--- config.mk ---
export PLATFORM = sky130hd
export DESIGN_NAME = wwd_top
export DESIGN_NICKNAME = d
export VERILOG_FILES = /design/src/wwd_pkg.sv /design/src/wwd_sync.sv /design/src/wwd_top.sv
export SDC_FILE = /design/constraint.sdc
export NUM_CORES = 1
export LEC_CHECK = 0
export ABC_CLOCK_PERIOD_IN_PS = 13500
export BUFFER_PORTS_ARGS = -buffer_cell sky130_fd_sc_hd__buf_2
export CORE_MARGIN = 5
export CORE_UTILIZATION = 40
export CTS_CLUSTER_SIZE = 10
export DETAILED_ROUTE_END_ITERATION = 8
export GPL_ROUTABILITY_DRIVEN = 0
export SLEW_MARGIN = 10
export SYNTH_ARGS = -nofsm -noshare
export SYNTH_HDL_FRONTEND = slang
export SYNTH_SLANG_ARGS = --single-unit
--- constraint.sdc ---
create_clock -name clk_sys -period 13.5 [get_ports clk_sys]
set_input_delay 2.7 -clock clk_sys [delete_from_list [all_inputs] [get_ports clk_sys]]
set_output_delay 2.7 -clock clk_sys [all_outputs]
set_load 0.05 [all_outputs]
--- src/wwd_pkg.sv ---
`default_nettype none
package wwd_pkg;
  localparam int unsigned LOW_POWER_RC_CLOCK_HZ = 31000;
  localparam int unsigned SYS_HZ = 100_000_000;
  localparam int unsigned PRESC_SHORT = 32;
  localparam int unsigned PRESC_LONG = 128;
  localparam int unsigned BASE_SHORT_MS = 1;
  localparam int unsigned BASE_LONG_MS = 4;
  localparam int unsigned PRE_W = 7;
  localparam int unsigned POST_W = 15;
  localparam int unsigned SEL_W = 4;
  localparam int unsigned ELAP_W = PRE_W + POST_W;
  localparam logic [PRE_W-1:0] PRE_LAST_SHORT = PRE_W'(PRESC_SHORT - 1);
  localparam logic [PRE_W-1:0] PRE_LAST_LONG = PRE_W'(PRESC_LONG - 1);
  localparam logic [SEL_W-1:0] PS_MAX = 4'hF;
  localparam logic [POST_W-1:0] POST_ONES = 15'h7FFF;

  localparam logic [31:0] REG_CONFIG = 32'h0000_0000;
  localparam logic [31:0] REG_CONTROL = 32'h0000_0004;
  localparam logic [31:0] REG_COMMAND = 32'h0000_0008;
  localparam logic [31:0] REG_STATUS = 32'h0000_000C;

  localparam int unsigned CFG_PS_LSB = 0;
  localparam int unsigned CFG_PRESEL_BIT = 4;
  localparam int unsigned CFG_WINDOW_DISABLE_BIT_BIT = 6;
  localparam int unsigned CFG_HWEN_BIT = 7;
  localparam logic [7:0] CFG_RESET = 8'h40;
  localparam int unsigned CTL_SWEN_BIT = 5;
  localparam int unsigned CTL_WATCHDOG_TIMEOUT_FLAG_BIT = 4;
  localparam int unsigned CTL_SLEEP_BIT = 3;
  localparam int unsigned CTL_IDLE_BIT = 2;
  localparam int unsigned CMD_CLR_BIT = 0;
  localparam int unsigned CMD_SLEEP_BIT = 1;
  localparam int unsigned CMD_IDLE_BIT = 2;
  localparam int unsigned CMD_CSW_BIT = 3;
  localparam int unsigned STS_MODE_LSB = 24;
  localparam logic [1:0] RESP_OKAY = 2'h0;
  localparam logic [1:0] RESP_SLVERR = 2'h2;

  typedef enum logic [1:0] {MODE_RUN, MODE_SLEEP, MODE_IDLE} wwd_mode_e;

  typedef struct packed {
    logic awvalid;
    logic [31:0] awaddr;
    logic wvalid;
    logic [31:0] wdata;
    logic [3:0] wstrb;
    logic bready;
    logic arvalid;
    logic [31:0] araddr;
    logic rready;
  } wwd_axi_req_s;

  typedef struct packed {
    logic awready;
    logic wready;
    logic bvalid;
    logic [1:0] bresp;
    logic arready;
    logic rvalid;
    logic [31:0] rdata;
    logic [1:0] rresp;
  } wwd_axi_rsp_s;

  typedef struct packed {
    logic [2:0] stages;
    logic level;
  } wwd_sync_s;
endpackage
`default_nettype wire

--- src/wwd_sync.sv ---
`default_nettype none
module wwd_sync
  import wwd_pkg::*;
(
  input wire logic clk_sys,
  input wire logic reset,
  input wire logic async_in,
  output logic level
);
  wwd_sync_s state_q;
  wwd_sync_s state_d;

  // A change is accepted only once the second and third stages agree.
  always_comb
  begin
    state_d = state_q;
    state_d.stages = {state_q.stages[1:0], async_in};
    if (state_q.stages[2] == state_q.stages[1])
    begin
      state_d.level = state_q.stages[2];
    end
  end

  always_ff @(posedge clk_sys)
  begin
    if (reset)
    begin
      state_q <= '0;
    end
    else
    begin
      state_q <= state_d;
    end
  end

  assign level = state_q.level;
endmodule
`default_nettype wire

--- src/wwd_top.sv ---
// The implementer's own choices: the address map and register access over AXI4-Lite.
`default_nettype none
// Behaviour
// Watchdog counts low-power RC clock edges; enabling it enables that clock.
// Prescaler divides by 32 or 128 per prescale_select_bit.
// Nominal base time-out is about 1 ms (/32) or 4 ms (/128).
// Postscaler divides further with 16 settings, 1:1 to 1:32768.
// Postscale setting n selects a ratio of two to the power n.
// Reset, sleep/idle entry and exit, and clear instruction clear all counters.
// Completion of any clock switch also clears the counters.
// Counting continues in sleep/idle; a time-out there wakes the device.
// Software clears the sleep and idle flags after a wake-up.
// Time-out sets a sticky flag that only software clears.
// Time-out in normal execution raises a device reset.
// Windowed mode: clear restarts only in the final quarter of the period.
// Windowed mode: earlier clear causes a reset like a time-out.
// Windowed mode is on when window_disable_bit is zero.
// config_watchdog_on set keeps the watchdog always running.
// With config_watchdog_on clear, soft_watchdog_on turns it on and off.
// Every device reset clears soft_watchdog_on.
module wwd_top
  import wwd_pkg::*;
(
  input wire logic clk_sys,
  input wire logic reset,
  input wire logic low_power_rc_clock,
  input wire logic clock_switch_done,
  input wire logic wake_event,
  input wire wwd_axi_req_s axi_req,
  output wwd_axi_rsp_s axi_rsp,
  output logic low_power_rc_clock_enable,
  output logic watchdog_reset,
  output logic wake_pulse
);
  typedef struct packed {
    logic [7:0] cfg;
    logic soft_watchdog_on;
    logic watchdog_timeout_flag;
    logic sleep_flag;
    logic idle_flag;
    wwd_mode_e mode;
    logic [PRE_W-1:0] pre;
    logic [POST_W-1:0] post;
    logic lvl_prev;
    logic aw_got;
    logic w_got;
    logic [31:0] awaddr;
    logic [31:0] wdata;
    logic [3:0] wstrb;
    wwd_axi_rsp_s rsp;
    logic low_power_rc_clock_en;
    logic wdt_reset;
    logic wake;
  } wwd_state_s;

  wwd_state_s state_q;
  wwd_state_s state_d;
  logic rc_level;
  logic tick;
  logic run;
  logic enabled;
  logic win_on;
  logic [SEL_W-1:0] ps_sel;
  logic [PRE_W-1:0] pre_last;
  logic [POST_W-1:0] post_last;
  logic [ELAP_W-1:0] elapsed;
  localparam int unsigned PER_W = ELAP_W + 1;
  logic [PER_W-1:0] period;
  logic in_win;
  logic pre_end;
  logic timeout;
  logic wr_go;
  logic wr_cmd;
  logic clr_cmd;
  logic fault;
  logic sleep_cmd;
  logic idle_cmd;
  logic csw;
  logic exit_ps;
  logic kill;
  logic [31:0] rd_word;
  logic rd_ok;

  wwd_sync u_rc_sync (
    .clk_sys(clk_sys),
    .reset(reset),
    .async_in(low_power_rc_clock),
    .level(rc_level)
  );

  assign tick = rc_level & ~state_q.lvl_prev;
  assign run = state_q.mode == MODE_RUN;
  assign enabled = state_q.cfg[CFG_HWEN_BIT] | state_q.soft_watchdog_on;
  assign win_on = ~state_q.cfg[CFG_WINDOW_DISABLE_BIT_BIT];
  assign ps_sel = state_q.cfg[CFG_PS_LSB +: SEL_W];
  // Terminal counts: prescaler 31 or 127, postscaler 2^n - 1.
  assign pre_last = state_q.cfg[CFG_PRESEL_BIT] ? PRE_LAST_LONG : PRE_LAST_SHORT;
  assign post_last = POST_ONES >> (PS_MAX - ps_sel);

  // Elapsed and full period in prescaler input edges, for the window test.
  assign elapsed = state_q.cfg[CFG_PRESEL_BIT]
                   ? {state_q.post, state_q.pre}
                   : ELAP_W'({state_q.post, state_q.pre[4:0]});
  // One bit wider than the elapsed count: /128 with n=15 is exactly 2^ELAP_W edges.
  assign period = PER_W'({1'b0, pre_last} + 8'h01) << ps_sel;
  assign in_win = {1'b0, elapsed} >= (period - (period >> 2));

  assign pre_end = tick & enabled & (state_q.pre == pre_last);
  assign timeout = pre_end & (state_q.post == post_last);

  assign wr_go = state_q.aw_got & state_q.w_got;
  assign wr_cmd = wr_go & (state_q.awaddr == REG_COMMAND) & state_q.wstrb[0];
  assign clr_cmd = wr_cmd & state_q.wdata[CMD_CLR_BIT] & run;
  assign fault = clr_cmd & enabled & win_on & ~in_win;
  assign sleep_cmd = wr_cmd & state_q.wdata[CMD_SLEEP_BIT] & run;
  assign idle_cmd = wr_cmd & state_q.wdata[CMD_IDLE_BIT] & run & ~sleep_cmd;
  assign csw = clock_switch_done | (wr_cmd & state_q.wdata[CMD_CSW_BIT]);
  assign exit_ps = ~run & (timeout | wake_event);
  // Any of these restarts the whole chain; a stopped watchdog stays at zero.
  assign kill = ~enabled | clr_cmd | sleep_cmd | idle_cmd | csw | exit_ps | timeout;

  always_comb
  begin
    rd_word = 32'h0000_0000;
    rd_ok = 1'b1;
    unique case (axi_req.araddr)
      REG_CONFIG:
      begin
        rd_word[7:0] = state_q.cfg;
      end
      REG_CONTROL:
      begin
        rd_word[CTL_SWEN_BIT] = state_q.soft_watchdog_on;
        rd_word[CTL_WATCHDOG_TIMEOUT_FLAG_BIT] = state_q.watchdog_timeout_flag;
        rd_word[CTL_SLEEP_BIT] = state_q.sleep_flag;
        rd_word[CTL_IDLE_BIT] = state_q.idle_flag;
      end
      REG_COMMAND:
      begin
        rd_word = 32'h0000_0000;
      end
      REG_STATUS:
      begin
        rd_word[ELAP_W-1:0] = elapsed;
        rd_word[STS_MODE_LSB +: 2] = state_q.mode;
      end
      default:
      begin
        rd_ok = 1'b0;
      end
    endcase
  end

  always_comb
  begin
    state_d = state_q;
    state_d.lvl_prev = rc_level;
    state_d.low_power_rc_clock_en = enabled;
    state_d.wdt_reset = 1'b0;
    state_d.wake = 1'b0;

    // Write address and data may arrive in either order; each is held until both are in.
    if (axi_req.awvalid && state_q.rsp.awready)
    begin
      state_d.aw_got = 1'b1;
      state_d.awaddr = axi_req.awaddr;
    end
    if (axi_req.wvalid && state_q.rsp.wready)
    begin
      state_d.w_got = 1'b1;
      state_d.wdata = axi_req.wdata;
      state_d.wstrb = axi_req.wstrb;
    end
    if (state_q.rsp.bvalid && axi_req.bready)
    begin
      state_d.rsp.bvalid = 1'b0;
    end
    if (wr_go)
    begin
      state_d.aw_got = 1'b0;
      state_d.w_got = 1'b0;
      state_d.rsp.bvalid = 1'b1;
      state_d.rsp.bresp = RESP_OKAY;
      if (state_q.awaddr == REG_CONFIG && state_q.wstrb[0])
      begin
        state_d.cfg = state_q.wdata[7:0];
      end
      else if (state_q.awaddr == REG_CONTROL && state_q.wstrb[0])
      begin
        state_d.soft_watchdog_on = state_q.wdata[CTL_SWEN_BIT];
        state_d.watchdog_timeout_flag = state_q.wdata[CTL_WATCHDOG_TIMEOUT_FLAG_BIT];
        state_d.sleep_flag = state_q.wdata[CTL_SLEEP_BIT];
        state_d.idle_flag = state_q.wdata[CTL_IDLE_BIT];
      end
      else if (state_q.awaddr != REG_CONFIG && state_q.awaddr != REG_CONTROL
               && state_q.awaddr != REG_COMMAND && state_q.awaddr != REG_STATUS)
      begin
        state_d.rsp.bresp = RESP_SLVERR;
      end
    end
    state_d.rsp.awready = ~state_d.aw_got & ~state_d.rsp.bvalid;
    state_d.rsp.wready = ~state_d.w_got & ~state_d.rsp.bvalid;

    if (state_q.rsp.rvalid && axi_req.rready)
    begin
      state_d.rsp.rvalid = 1'b0;
    end
    if (axi_req.arvalid && state_q.rsp.arready)
    begin
      state_d.rsp.rvalid = 1'b1;
      state_d.rsp.rdata = rd_word;
      state_d.rsp.rresp = rd_ok ? RESP_OKAY : RESP_SLVERR;
    end
    state_d.rsp.arready = ~state_d.rsp.rvalid;

    // Counting chain; hardware events below override software writes above.
    if (tick && enabled)
    begin
      state_d.pre = pre_end ? '0 : state_q.pre + 1'b1;
      if (pre_end)
      begin
        state_d.post = state_q.post + 1'b1;
      end
    end
    if (kill)
    begin
      state_d.pre = '0;
      state_d.post = '0;
    end

    if ((timeout && run) || fault)
    begin
      state_d.wdt_reset = 1'b1;
      state_d.watchdog_timeout_flag = 1'b1;
      state_d.soft_watchdog_on = 1'b0;
    end
    else if (sleep_cmd)
    begin
      state_d.mode = MODE_SLEEP;
      state_d.sleep_flag = 1'b1;
    end
    else if (idle_cmd)
    begin
      state_d.mode = MODE_IDLE;
      state_d.idle_flag = 1'b1;
    end
    if (exit_ps)
    begin
      // Flags stay set: software must clear them after waking.
      state_d.mode = MODE_RUN;
      state_d.wake = 1'b1;
      if (timeout)
      begin
        state_d.watchdog_timeout_flag = 1'b1;
      end
    end
  end

  always_ff @(posedge clk_sys)
  begin
    if (reset)
    begin
      state_q <= '0;
      state_q.cfg <= CFG_RESET;
    end
    else
    begin
      state_q <= state_d;
    end
  end

  assign axi_rsp = state_q.rsp;
  assign low_power_rc_clock_enable = state_q.low_power_rc_clock_en;
  assign watchdog_reset = state_q.wdt_reset;
  assign wake_pulse = state_q.wake;
endmodule
`default_nettype wire

Yosys cells after proc, flatten, opt, wreduce, memory -nomap -nowiden
Index checks and enable logic that the tools add are counted.
- add/subtract/negate cells: 5
- multiply operators: 0
- divide/modulo/power cells: 0
- $lt $le $gt $ge: 1
- eq/ne operators: 11
- shift operators: 2
- muxes and demuxes: 33
- bitwise operators: 42
- reductions and logical operators: 26
- operator list (operator ; count):
    equality test 32 x 4 -> 1 bit (second input constant) ; 3
    equality test 32 x 3 -> 1 bit (second input constant) ; 2
    zero test 32 bit ; 2
    inequality test 32 x 4 -> 1 bit (second input constant) ; 2
    2-to-1 mux 35 bit ; 1
    inequality test 32 x 3 -> 1 bit (second input constant) ; 1
    nonzero test 32 bit ; 1
    greater-or-equal comparator 22 x 23 -> 1 bit ; 1
    << shifter 8 x 4 -> 23 bit ; 1
    subtractor 23 x 21 -> 23 bit ; 1
    2-to-1 mux 22 bit ; 1
    bitwise AND 1 bit ; 21
    adder 15 x 1 -> 15 bit (second input constant) ; 1
    equality test 15 bit ; 1
    2-to-1 mux 3 bit ; 5
    >> shifter 15 x 4 -> 15 bit (first input constant) ; 1
    2-to-1 mux 14 bit ; 1
    2-to-1 mux 2 bit ; 7
    2-to-1 mux 7 bit ; 2
    logical AND 1 bit ; 12
    2-to-1 mux 1 bit ; 12
    NOT 1 bit ; 12
    case mux 4 bit (3 select lines) ; 1
    OR 1 bit ; 9
    other kinds (14) ; 19
- register bits after elaboration: 120
- bits in latches: 0
- memory bits (writable): 0
- ROM bits: 0
- input bits: 110
- output and inout bits: 44
- word-level logic and storage cells: 147
- memories: 0

Depth between registers and ports, before layout
Gate-level depths: netlist of run 1.
- depth in word-level cells: 12
- mapped depth: 22
- depth with buffers taken out: 20

Hierarchy
From an unflattened synthesis of run 1, not the netlist that was laid out.
- cells, all modules: 926
- area total of the unflattened synthesis: 7179.4 um^2
- modules (own cells, without submodules) (module ; times used ; cells each ; area each (um^2) ; sequential area each (um^2)):
    wwd_top ; 1 ; 916 ; 7066.8 ; 2282.2
    wwd_sync ; 1 ; 10 ; 112.6 ; 80.1

Worst setup path before layout of run 1
No wires, ideal clock.
- path type: register to register
- start point: reg state_q (netlist bit ps_sel[0])
- end point: reg state_q[142] (netlist bit)
- setup time: 115 ps
- arrival time: 4519 ps
- data required time: 13385 ps
- path slack: 8866 ps
- cell stages (with the launch flop): 22
- path buffers: 4
- period minus slack after synthesis: 4634 ps
- cell sequence: dfxtp_1 buf_2 buf_2 clkbuf_1 clkbuf_1 nor2_1 nand2_1 ha_1 a21oi_1 a21oi_1 nor2_1 o22ai_1 o211a_1 a211o_1 o211ai_1 ha_1 a21oi_1 o21ai_0 a2111oi_0 a22oi_1 a311o_1 and3_1
- word-level cells in the longest chain between the ends: 7
- elaborated cells on any way between the ends: 12
- those cells by class: add/sub: 2; order compare: 1; eq/ne: 1; shift: 2; bitwise: 3; reduce/logical: 3
- ends and longest elaborated chain (element ; line ; source):
    start, declared ; wwd_top.sv:56 ; wwd_state_s state_q;
    start signal, assigned ; wwd_top.sv:268 ; state_q <= state_d;
    << shifter 8 x 4 -> 23 bit or subtractor 4 bit (tied branches) ; wwd_top.sv:105, wwd_top.sv:98 ;
    subtractor 23 x 21 -> 23 bit or >> shifter 15 x 4 -> 15 bit (tied branches) ; wwd_top.sv:106, wwd_top.sv:98 ;
    greater-or-equal comparator 22 x 23 -> 1 bit or equality test 15 bit (tied branches) ; wwd_top.sv:106, wwd_top.sv:109 ;
    NOT 1 bit or bitwise AND 1 bit (tied branches) ; wwd_top.sv:114, wwd_top.sv:109 ;
    bitwise AND 1 bit or logical AND 1 bit (tied branches) ; wwd_top.sv:114, wwd_top.sv:231 ;
    logical OR 1 bit * ; wwd_top.sv:231 ; if ((timeout && run) || fault)
    OR reduction 2 bit (no source line) * ; - ;
Every way passes the cells marked *; elsewhere a longest branch is shown, timed or not.
A chain may end at the register's enable or synchronous reset.

Worst setup path in the final report of run 1
- start point: reg state_q (netlist bit ps_sel[1])
- end point: reg state_q[142] (netlist bit)
The elaborated chain is that of the path after synthesis.

==> results.rst, run 1 <==
.. list-table::
   :header-rows: 1

   * - Metric
     - Value
   * - Share of synthesized registers carrying an async set or reset
     - 0%
   * - Starting utilization of the core area
     - 40.4%
   * - Clock tree from TritonCTS
     - yes
   * - Reported leakage power
     - 3.22 nW
   * - Number of max-cap violations
     - 0
   * - Floorplan Core Area
     - 0.0179 mm²
   * - CP max-delay cell
     - a21oi_1
   * - Yosys warnings
     - 0
   * - Max incr delay on CP
     - 0.55 ns
   * - Cell count after placement
     - 1165
   * - Area of the die
     - 0.0209 mm²
   * - Number of buffers inserted by hold repair at cts
     - 0
   * - Non-filler instance count after layout
     - 1197
   * - # fillers
     - 1836
   * - Worst path required time
     - 13.81 ns
   * - Biggest area consumer among synthesized cells
     - dfxtp_1
   * - Total routed wirelength
     - 18400 µm
   * - Worst-case clock skew
     - 0.0135 ns
   * - Post-CTS Setup Bufs
     - 0
   * - Global-route congestion overflow total
     - 0
   * - Worst path setup slack after routing
     - 8.16 ns
   * - Clock latency reported for the late side of the worst-skew pair
     - 0.42 ns
   * - Seq/Total Area, Yosys
     - 32.7%
   * - First-pass GRT wire length
     - 30600 µm
   * - Die H
     - 144 µm
   * - Area contributors post-synth
     - dfxtp_1, nand2_1, ha_1
   * - Post-detailed-route DRC marker count
     - 0
   * - Total global routing track utilization
     - 18.0%
   * - Nature of the critical path endpoint
     - flop
   * - Number of buffers created by CTS
     - 17
   * - Net total in the final layout
     - 1095
   * - Row cnt
     - 49
   * - Antenna fix cells
     - 0
   * - Shortest period the worst path allows
     - 5.34 ns
   * - Area added between synthesis and finish
     - 12.7%
   * - Pre-Repair DR Iteration Count
     - 5
   * - Final count of negative-setup-slack endpoints
     - 0
   * - Resized Gates After CTS
     - 0
   * - Final-layout worst hold slack
     - 0.446 ns
   * - Longest Clk Path Bufs
     - 2
   * - First DRT Iteration DRCs
     - 368
   * - Post-layout power
     - 0.858 mW
   * - H-tree level count
     - 4
   * - Synthesized instance count
     - 910
   * - Ordered list of cells on the worst path
     - buf_4 > nor3_1 > nand2_1 > inv_1 > ha_1 > a21oi_1 > a21oi_1 > nor2_1 > o22ai_1 > o211a_1 > a21oi_1 > o211ai_1 > ha_1 > a21oi_1 > o21ai_0 > a2111oi_0 > a22oi_1 > a311o_1 > and3_1
   * - Cell at the root of the clock tree
     - clkbuf_16
   * - Pin count of the biggest net entering global routing
     - 93
   * - Share of final-layout standard cells stronger than drive strength 1
     - 19.7%
   * - Yosys top cell area share
     - 32.7%
   * - Slew at the pin with the worst max-slew slack
     - 1.11 ns
   * - Number of vias in the routed layout
     - 6388
   * - Post-placement worst setup slack
     - 8.35 ns
   * - Achievable Freq
     - 187 MHz
   * - Commonest cells post-synth
     - nand2_1, dfxtp_1, nor2_1
   * - Avg Cell Area, Syn
     - 7.95 µm²
   * - Library cell appearing most often on the critical path
     - a21oi_1
   * - Unrepaired setup endpoints after global routing
     - false
   * - Setup CP Type
     - flop to flop
   * - Number of synthesized flops with an enable pin
     - 0
   * - Clock slew seen by the registers of the worst setup and hold paths
     - 0.06 ns
   * - Flip-flop cell with the highest count after synthesis
     - dfxtp_1
   * - Post-synthesis instance area
     - 0.00723 mm²
   * - Top-level port count
     - 154
   * - Num Clock Sinks
     - 118
   * - Power density normalized to cell area
     - 105 mW/mm²
   * - Worst endpoint data arrival time
     - 5.65 ns
   * - HPWL after detailed placement
     - 13100 µm
   * - Vias in the first global route
     - 6031
   * - Min-delay worst type
     - flop to flop
   * - Sort of element at the start of the critical path
     - flop
   * - Count of antenna-violating nets left after detailed routing
     - 0
   * - Total count of max-transition violations in the final report
     - 0
   * - Number of register bits inferred by synthesis
     - 118
   * - Final Hold Viols
     - 0
   * - Most frequently used cell type in the post-synthesis netlist
     - nand2_1
   * - Fin Setup TNS
     - 0 ns
   * - Routed wirelength normalized by instance count
     - 15.4 µm
   * - Worst relative slew slack
     - 26.2%
   * - Run status
     - complete, no violations
   * - Antenna violations before repair
     - 0
   * - Crit Path Max Fanout
     - 32
   * - Post-synth cell types
     - 83
   * - Port-buffer cells
     - 116
   * - Share of the clock period used by the worst path
     - 39.5%
   * - Width of the die
     - 144 µm
   * - Vias per cell
     - 5.34
   * - Worst vdd rail ir drop
     - 0.000103 V
## routing by layer
metal | wire length, µm | track usage (%) | share of wire [%]
met1 | 8730 | 24.5 | 47
met2 | 8350 | 28.3 | 45
met3 | 956 | 4.63 | 5.2
met4 | 345 | 5.40 | 1.9
met5 | 0 | 0 | 0
## flip-flops by register name (all words and copies together), names as in the netlist
register,cells
state_q,76
wake_pulse,1
u_rc_sync.state_q,1
axi_rsp,31
u_rc_sync.level,1
u_rc_sync.state_d,2
low_power_rc_clock_enable,1
watchdog_reset,1
ps_sel,4
## final cells by class
class	instances	area, µm²	share of cell area [%]
Timing Repair Buffer	122	626	7.67
Inverter	20	75.1	0.921
Clock inverter	12	119	1.46
Clock buffer	20	457	5.60
Tap cell	229	287	3.51
Multi-Input combinational cell	676	4230	51.8
Sequential cell	118	2360	29.0
## logic make-up (layout without fill, tap and decap cells)
kind of cell / Yosys count / in the layout / share of synthesized area, %
AND/OR/NAND/NOR: 368 / 368 / 24.8
AO/OA/AOI/OAI: 195 / 195 / 18.2
buffers and inverters: 125 / 174 / 9.38
flip-flops: 118 / 118 / 32.7
XOR/XNOR: 38 / 38 / 4.60
multiplexers: 35 / 35 / 5.15
adder cells (fa/ha/maj): 30 / 30 / 5.19
other: 1 / 10 / 0.0518
## worst max-delay path, delay by kind of cell (launching register included)
kind                       cells  cell delay, ns
AOI/OAI and AO/OA             11            2.94
DFF                            1            0.32
adders and majority gates      2            0.61
buffers and inverters          2            0.34
and+or+nand+nor                4            1.00
## path summary, 6_finish.rpt
path                                            from                   end  slack (ns)  cells after the start
worst max-delay path                       ps_sel[1]          state_q[142]        8.16                     19
worst min-delay path            u_rc_sync.state_d[2]  u_rc_sync.state_d[3]        0.45                      1
worst max register to register             ps_sel[1]          state_q[142]        8.16                     19
worst min register to register  u_rc_sync.state_d[2]  u_rc_sync.state_d[3]        0.45                      1
## layout by cell type, fill, tap and decap left out, types with 17 or more instances in the layout
cell	count
a22oi_1	25
nor2b_1	18
nor2_1	83
nand4_1	17
nand3_1	23
ha_1	30
mux2i_1	17
a21oi_1	74
nor4_1	18
nor3_1	17
dfxtp_1	118
inv_1	20
xor2_1	21
mux2_2	18
xnor2_1	17
nand2_1	137
buf_2	116
o21ai_0	23
clkbuf_16	17
## metrics by stage
step / area, µm² / util (%)
floorplan: 7270 / -
global placement: 7580 / 42.3
detailed placement: 7580 / 42.3
CTS: 8150 / 45.5
global route: 8150 / 45.5
finish: 8150 / 45.5
## power breakdown
part           internal [mW]  switching [mW]  total [mW]
Combinational         0.0190          0.0356      0.0546
Clock                  0.265           0.176       0.441
Sequential             0.357         0.00578       0.362
Total                  0.641           0.217       0.858
(Power assumes the default switching activity.)
==> run 2, diff against run 1 <==
Settings changed: ABC_AREA from default to 1, ABC_CLOCK_PERIOD_IN_PS 13500 to 4600.
Clock period 13.5 ns to 4.6 ns, I/O delays scaled along.
==> run 2 against run 1 <==
Cell area is 1.6% higher. Utilization rose by 0.88 points. Non-clock buffer count grew 4. Power rose to 3.0 times the previous value. Die area down 0.22%. Clock power grew to 2.9 times the previous value. Via count increased by 5.4%.
==> results.rst, run 2 <==
.. list-table::
   :header-rows: 1

   * - Metric
     - Value
   * - Avg Cell Area, Syn
     - 6.98 µm²
   * - Worst r2r path cells
     - 24
   * - Nature of the critical path endpoint
     - flop
   * - Pre-Repair DR Iteration Count
     - 5
   * - Antenna violations before repair
     - 0
   * - Clock slew seen by the registers of the worst setup and hold paths
     - 0.06 ns
   * - Crit Path Max Fanout
     - 9
   * - Achievable Freq
     - 246 MHz
   * - Net total in the final layout
     - 1251
   * - Number of buffers created by CTS
     - 17
   * - Worst hold path cell count
     - 2
   * - Yosys warnings
     - 0
   * - Worst path required time
     - 4.94 ns
   * - Resized Gates After CTS
     - 0
   * - Total area of multi-input combinational cells
     - 0.00399 mm²
   * - Sort of element at the start of the critical path
     - flop
   * - Post-detailed-route DRC marker count
     - 0
   * - Yosys top cell area share
     - 32.7%
   * - Slew at the pin with the worst max-slew slack
     - 0.795 ns
   * - Setup CP Type
     - flop to flop
   * - First-pass GRT wire length
     - 31700 µm
   * - Vias in the first global route
     - 6470
   * - Starting utilization of the core area
     - 40.4%
   * - Count of antenna-violating nets left after detailed routing
     - 0
   * - Reported leakage power
     - 3.84 nW
   * - Post-CTS Setup Bufs
     - 0
   * - Total count of max-transition violations in the final report
     - 0
   * - Number of buffers inserted by hold repair at cts
     - 0
   * - Min-delay worst type
     - flop to flop
   * - Post-placement worst setup slack
     - 0.600 ns
   * - Commonest cells post-synth
     - nor2_1, nand2_1, dfxtp_1
   * - Final Hold Viols
     - 0
   * - Top-level port count
     - 154
   * - First DRT Iteration DRCs
     - 345
   * - Clock tree from TritonCTS
     - yes
   * - Seq/Total Area, Yosys
     - 32.7%
   * - Flip-flop cell with the highest count after synthesis
     - dfxtp_1
   * - Biggest area consumer among synthesized cells
     - dfxtp_1
   * - Longest Clk Path Bufs
     - 2
   * - Worst path setup slack after routing
     - 0.541 ns
   * - Clock latency reported for the late side of the worst-skew pair
     - 0.42 ns
   * - Number of register bits inferred by synthesis
     - 118
   * - Reg with most FFs
     - state_q
   * - Synthesized instance count
     - 1034
   * - Num Clock Sinks
     - 118
   * - Cell at the root of the clock tree
     - clkbuf_16
   * - Number of vias in the routed layout
     - 6732
   * - Number of max-cap violations
     - 0
   * - Share of final-layout standard cells stronger than drive strength 1
     - 19.0%
   * - Port-buffer cells
     - 116
   * - Final count of negative-setup-slack endpoints
     - 0
   * - H-tree level count
     - 4
   * - Antenna fix cells
     - 0
   * - Width of the die
     - 144 µm
   * - Post-synth cell types
     - 52
   * - Most frequent standard cell in the layout excluding fill and tap cells
     - nor2_1
   * - Pin count of the biggest net entering global routing
     - 43
   * - Worst relative slew slack
     - 47.0%
   * - Worst endpoint data arrival time
     - 4.40 ns
   * - Routed wirelength normalized by instance count
     - 14.3 µm
   * - Reg-to-reg setup timing slack
     - 0.54 ns
   * - Area of the die
     - 0.0208 mm²
   * - Number of synthesized flops with an enable pin
     - 0
   * - Total global routing track utilization
     - 19.2%
   * - Area contributors post-synth
     - dfxtp_1, nor2_1, nand2_1
   * - Final-layout worst hold slack
     - 0.409 ns
   * - Start of the worst register-to-register path
     - ps_sel[1]
   * - # fillers
     - 1853
   * - Number of flip-flops in the largest register
     - 76
   * - Total routed wirelength
     - 19400 µm
   * - Worst-case clock skew
     - 0.0154 ns
   * - Fin Setup TNS
     - 0 ns
   * - Post-synthesis instance area
     - 0.00722 mm²
   * - Sequential Area
     - 0.00236 mm²
   * - Floorplan Core Area
     - 0.0178 mm²
   * - Unrepaired setup endpoints after global routing
     - false
   * - FF-to-FF End
     - state_q[139]
   * - Most frequently used cell type in the post-synthesis netlist
     - nor2_1
   * - Vias per cell
     - 4.98
   * - Run status
     - complete, no violations
   * - HPWL after detailed placement
     - 15100 µm
   * - Hold wc startpoint
     - u_rc_sync.state_d[2]
   * - Share of synthesized registers carrying an async set or reset
     - 0%
   * - Area added between synthesis and finish
     - 14.8%
   * - Share of the clock period used by the worst path
     - 88.2%
   * - Shortest period the worst path allows
     - 4.06 ns
   * - Hold-critical path endpoint
     - u_rc_sync.state_d[3]
   * - Row cnt
     - 49
   * - Most frequent cells in the layout
     - nor2_1, nand2_1, dfxtp_1
   * - Worst vdd rail ir drop
     - 0.000240 V
   * - Global-route congestion overflow total
     - 0
   * - Power density normalized to cell area
     - 309 mW/mm²
   * - Die H
     - 144 µm
[run 2: changes by cell type in the layout (fill, tap and decap cells not counted), sizes merged, moves of 10 or more]
cell   delta
a22oi    -25
nand2    +39
mux2     -18
and2     -10
xor2     +12
nand3    +37
inv      +86
mux2i    -17
o21ai    +69
nor2     +83
nor2b    -19
[run 2: worst max-delay path by stage]
stage | start | end | slack [ns]
floorplan | ps_sel[2] | state_q[139] | 1.29
global placement | ps_sel[1] | state_q[140] | 0.61
detailed placement | ps_sel[1] | state_q[140] | 0.60
CTS | ps_sel[1] | state_q[140] | 0.56
global route | ps_sel[1] | state_q[140] | 0.18
finish | ps_sel[1] | state_q[139] | 0.54
[run 2: critical path, cell delays in order (launching register included)]
cell	delay, ns
dfxtp_1	0.65
nand2_1	0.17
nand2_2	0.15
nand3_2	0.14
ha_1	0.35
a31o_2	0.28
nand2_1	0.06
nand3_1	0.10
a21oi_1	0.23
nor3_1	0.07
nor2_1	0.12
xnor2_1	0.08
ha_1	0.29
nand4_1	0.19
nor2_1	0.14
nand4_1	0.15
nand3_1	0.14
nand3_1	0.08
nand2_1	0.07
nand2_1	0.05
nand2_1	0.07
nand2_2	0.09
nand2_2	0.10
nand3_2	0.09
a21oi_1	0.13
[run 2: cells by family (layout without fill, tap and decap cells)]
| logic type | Yosys count | in the layout | synth area share (%) |
|---|---|---|---|
| fa+ha+maj | 30 | 30 | 5.20 |
| compound gates | 189 | 189 | 14.2 |
| other cells | 1 | 10 | 0.0520 |
| buf+inv | 185 | 266 | 12.5 |
| flops | 118 | 118 | 32.7 |
| xor+xnor | 42 | 42 | 5.10 |
| simple gates | 469 | 469 | 30.2 |
[run 2: routing by layer]
metal  GRT usage, %  routed length (µm)  vias to the layer above
met5              0                   0                        -
met4           6.43                 355                        0
met3           4.73                1130                       27
met2           32.7                9390                      172
met1           23.8                8520                     3032
li1               -                   -                     3501
[run 2: area by class of cell]
cell class                      instances  share of cell area [%]
Multi-Input combinational cell        740                    48.1
Sequential cell                       118                    28.5
Timing Repair Buffer                  126                    7.92
Clock buffer                           18                    5.30
Inverter                              108                    4.97
Tap cell                              229                    3.46
Clock inverter                         14                    1.68
[run 2: metrics by stage]
step	total power [mW]	cell area, µm²	utilization (%)	cells
global route	2.67	8280	46.4	1353
CTS	2.59	8280	46.4	1353
global placement	1.30	7700	43.2	1321
detailed placement	1.30	7700	43.2	1321
floorplan	1.25	7250	-	1043
finish	2.56	8280	46.4	1353
[run 2: power by group]
group | total, mW | internal [mW] | switching, mW
Sequential | 1.08 | 1.06 | 0.0200
Combinational | 0.197 | 0.0675 | 0.130
Clock | 1.28 | 0.770 | 0.513
==> run 3, diff against run 2 <==
==> constraint.sdc (replaced) <==
create_clock -name clk_sys -period 4.6 [get_ports clk_sys]
set_input_delay 0.69 -clock clk_sys [delete_from_list [all_inputs] [get_ports clk_sys]]
set_output_delay 0.69 -clock clk_sys [all_outputs]
set_load 0.05 [all_outputs]
==> run 3 against run 2 <==
Cell area down 0.11%. Sequential power barely moved. Global-route usage rose by 0.31 points. Largest cell class unchanged.
==> results.rst, run 3 (synthesized netlist as in run 2, its figures left out) <==
.. list-table::
   :header-rows: 1

   * - Metric
     - Value
   * - Routed wirelength normalized by instance count
     - 14.4 µm
   * - Cell at the root of the clock tree
     - clkbuf_16
   * - Net total in the final layout
     - 1251
   * - Reg with most FFs
     - state_q
   * - Antenna fix cells
     - 0
   * - Number of max-cap violations
     - 0
   * - Number of buffers inserted by hold repair at cts
     - 0
   * - Reg-to-reg setup timing slack
     - 0.54 ns
   * - Number of buffers created by CTS
     - 17
   * - Clock slew seen by the registers of the worst setup and hold paths
     - 0.06 ns
   * - Worst endpoint data arrival time
     - 4.34 ns
   * - Switch Pwr
     - 0.680 mW
   * - H-tree level count
     - 4
   * - Longest Clk Path Bufs
     - 2
   * - Routed length on met2
     - 9400 µm
   * - Floorplan Core Area
     - 0.0178 mm²
   * - Achievable Freq
     - 246 MHz
   * - Share of final-layout standard cells stronger than drive strength 1
     - 19.0%
   * - Setup CP Type
     - flop to flop
   * - Unrepaired setup endpoints after global routing
     - false
   * - HPWL after detailed placement
     - 15200 µm
   * - Top-level port count
     - 154
   * - Number of flip-flops in the largest register
     - 76
   * - Post-placement worst setup slack
     - 0.613 ns
   * - Run status
     - complete, no violations
   * - Nature of the critical path endpoint
     - flop
   * - Shortest period the worst path allows
     - 4.06 ns
   * - First-pass GRT wire length
     - 32100 µm
   * - Share of power burned in registers
     - 42.2%
   * - Clock share of power
     - 50.2%
   * - Top routing layer in use
     - met4
   * - Total routed wirelength
     - 19500 µm
   * - Share of the clock period used by the worst path
     - 88.2%
   * - Sort of element at the start of the critical path
     - flop
   * - Number of vias in the routed layout
     - 6736
   * - Worst hold path cell count
     - 2
   * - Post-detailed-route DRC marker count
     - 0
   * - Area of the die
     - 0.0208 mm²
   * - Global-route congestion overflow total
     - 0
   * - Vias in the first global route
     - 6529
   * - Worst path setup slack after routing
     - 0.542 ns
   * - DR WL met3
     - 1230 µm
   * - Post-CTS Setup Bufs
     - 0
   * - Placement-stage cell area
     - 0.00770 mm²
   * - Min-delay worst type
     - flop to flop
   * - Combinational power share
     - 7.7%
   * - Die H
     - 144 µm
   * - Area added between synthesis and finish
     - 14.6%
   * - Switching power as a share of total power
     - 26.6%
   * - Pre-Repair DR Iteration Count
     - 5
   * - Reported leakage power
     - 3.83 nW
   * - Final Hold Viols
     - 0
   * - Port-buffer cells
     - 116
   * - Starting utilization of the core area
     - 40.4%
   * - Worst-case clock skew
     - 0.0249 ns
   * - First DRT Iteration DRCs
     - 446
   * - Total count of max-transition violations in the final report
     - 0
   * - Vias per cell
     - 4.98
   * - Worst relative slew slack
     - 47.7%
   * - Clock tree from TritonCTS
     - yes
   * - Resized Gates After CTS
     - 0
   * - Clock latency reported for the late side of the worst-skew pair
     - 0.43 ns
   * - Worst vdd rail ir drop
     - 0.000264 V
   * - Worst r2r path cells
     - 24
   * - Wire length on met1
     - 8590 µm
   * - Most frequent cells in the layout
     - nor2_1, nand2_1, dfxtp_1
   * - Final count of negative-setup-slack endpoints
     - 0
   * - Worst path required time
     - 4.88 ns
   * - Fin Setup TNS
     - 0 ns
   * - Crit Path Max Fanout
     - 9
   * - Finished Cell Area
     - 0.00827 mm²
   * - Power density normalized to cell area
     - 310 mW/mm²
   * - Width of the die
     - 144 µm
   * - # fillers
     - 1880
   * - Antenna violations before repair
     - 0
   * - Pin count of the biggest net entering global routing
     - 49
   * - Slew at the pin with the worst max-slew slack
     - 0.784 ns
   * - Num Clock Sinks
     - 118
   * - Cell internal pwr
     - 1.88 mW
   * - Row cnt
     - 49
   * - Count of antenna-violating nets left after detailed routing
     - 0
   * - Total global routing track utilization
     - 19.5%
   * - Most frequent standard cell in the layout excluding fill and tap cells
     - nor2_1
run 3: metrics by stage:
| step | util, % | instances | total power [mW] | hold WS, ns |
|---|---|---|---|---|
| 2_1_floorplan | - | 1043 | 1.25 | 0.388 |
| 3_3_place_gp | 43.2 | 1321 | 1.30 | 0.391 |
| 3_5_place_dp | 43.2 | 1321 | 1.30 | 0.397 |
| 4_1_cts | 46.4 | 1353 | 2.59 | 0.409 |
| 5_1_grt | 46.4 | 1353 | 2.68 | 0.427 |
| 6_report | 46.4 | 1353 | 2.56 | 0.406 |
run 3: layout make-up:
cell class,instances,area (µm²),share of cell area [%]
Multi-Input combinational cell,740,3990,48.2
Sequential cell,118,2360,28.6
Timing Repair Buffer,126,656,7.93
Clock buffer,17,425,5.14
Inverter,108,412,4.98
Tap cell,229,287,3.46
Clock inverter,15,144,1.74
run 3: layer usage:
layer | global-route usage [%] | up-vias
met5 | 0 | -
met4 | 5.06 | 0
met3 | 4.83 | 26
met2 | 33.2 | 195
met1 | 24.7 | 3015
li1 | - | 3500
run 3: final timing paths:
| kind | endpoint | start |
|---|---|---|
| max | state_q[140] | ps_sel[1] |
| min | u_rc_sync.state_d[3] | u_rc_sync.state_d[2] |
| max reg2reg | state_q[140] | ps_sel[1] |
| min reg2reg | u_rc_sync.state_d[3] | u_rc_sync.state_d[2] |
run 3: power groups by stage:
stage               Combinational (mW)  Sequential, mW  Clock [mW]
global placement                 0.197            1.10           0
finish                           0.197            1.08        1.28
global route                     0.225            1.08        1.37
detailed placement               0.199            1.10           0
floorplan                        0.150            1.10           0
CTS                              0.200            1.08        1.31
run 3: critical path, cell delays in order (launching register included):
cell and delay [ns]:
dfxtp_1 0.64, nand2_1 0.16, nand2_2 0.15, nand3_2 0.14
ha_1 0.35, a31o_2 0.28, nand2_1 0.06, nand3_1 0.09
a21oi_1 0.23, nor3_1 0.08, nor2_1 0.11, xnor2_1 0.13
ha_1 0.26, nand4_1 0.17, a21oi_1 0.07, nor3_1 0.23
nand3_1 0.14, nand3_1 0.08, nand2_1 0.06, nand2_1 0.05
nand2_1 0.05, nand2_2 0.11, nand2_1 0.06, nand3_1 0.11
a21oi_1 0.08
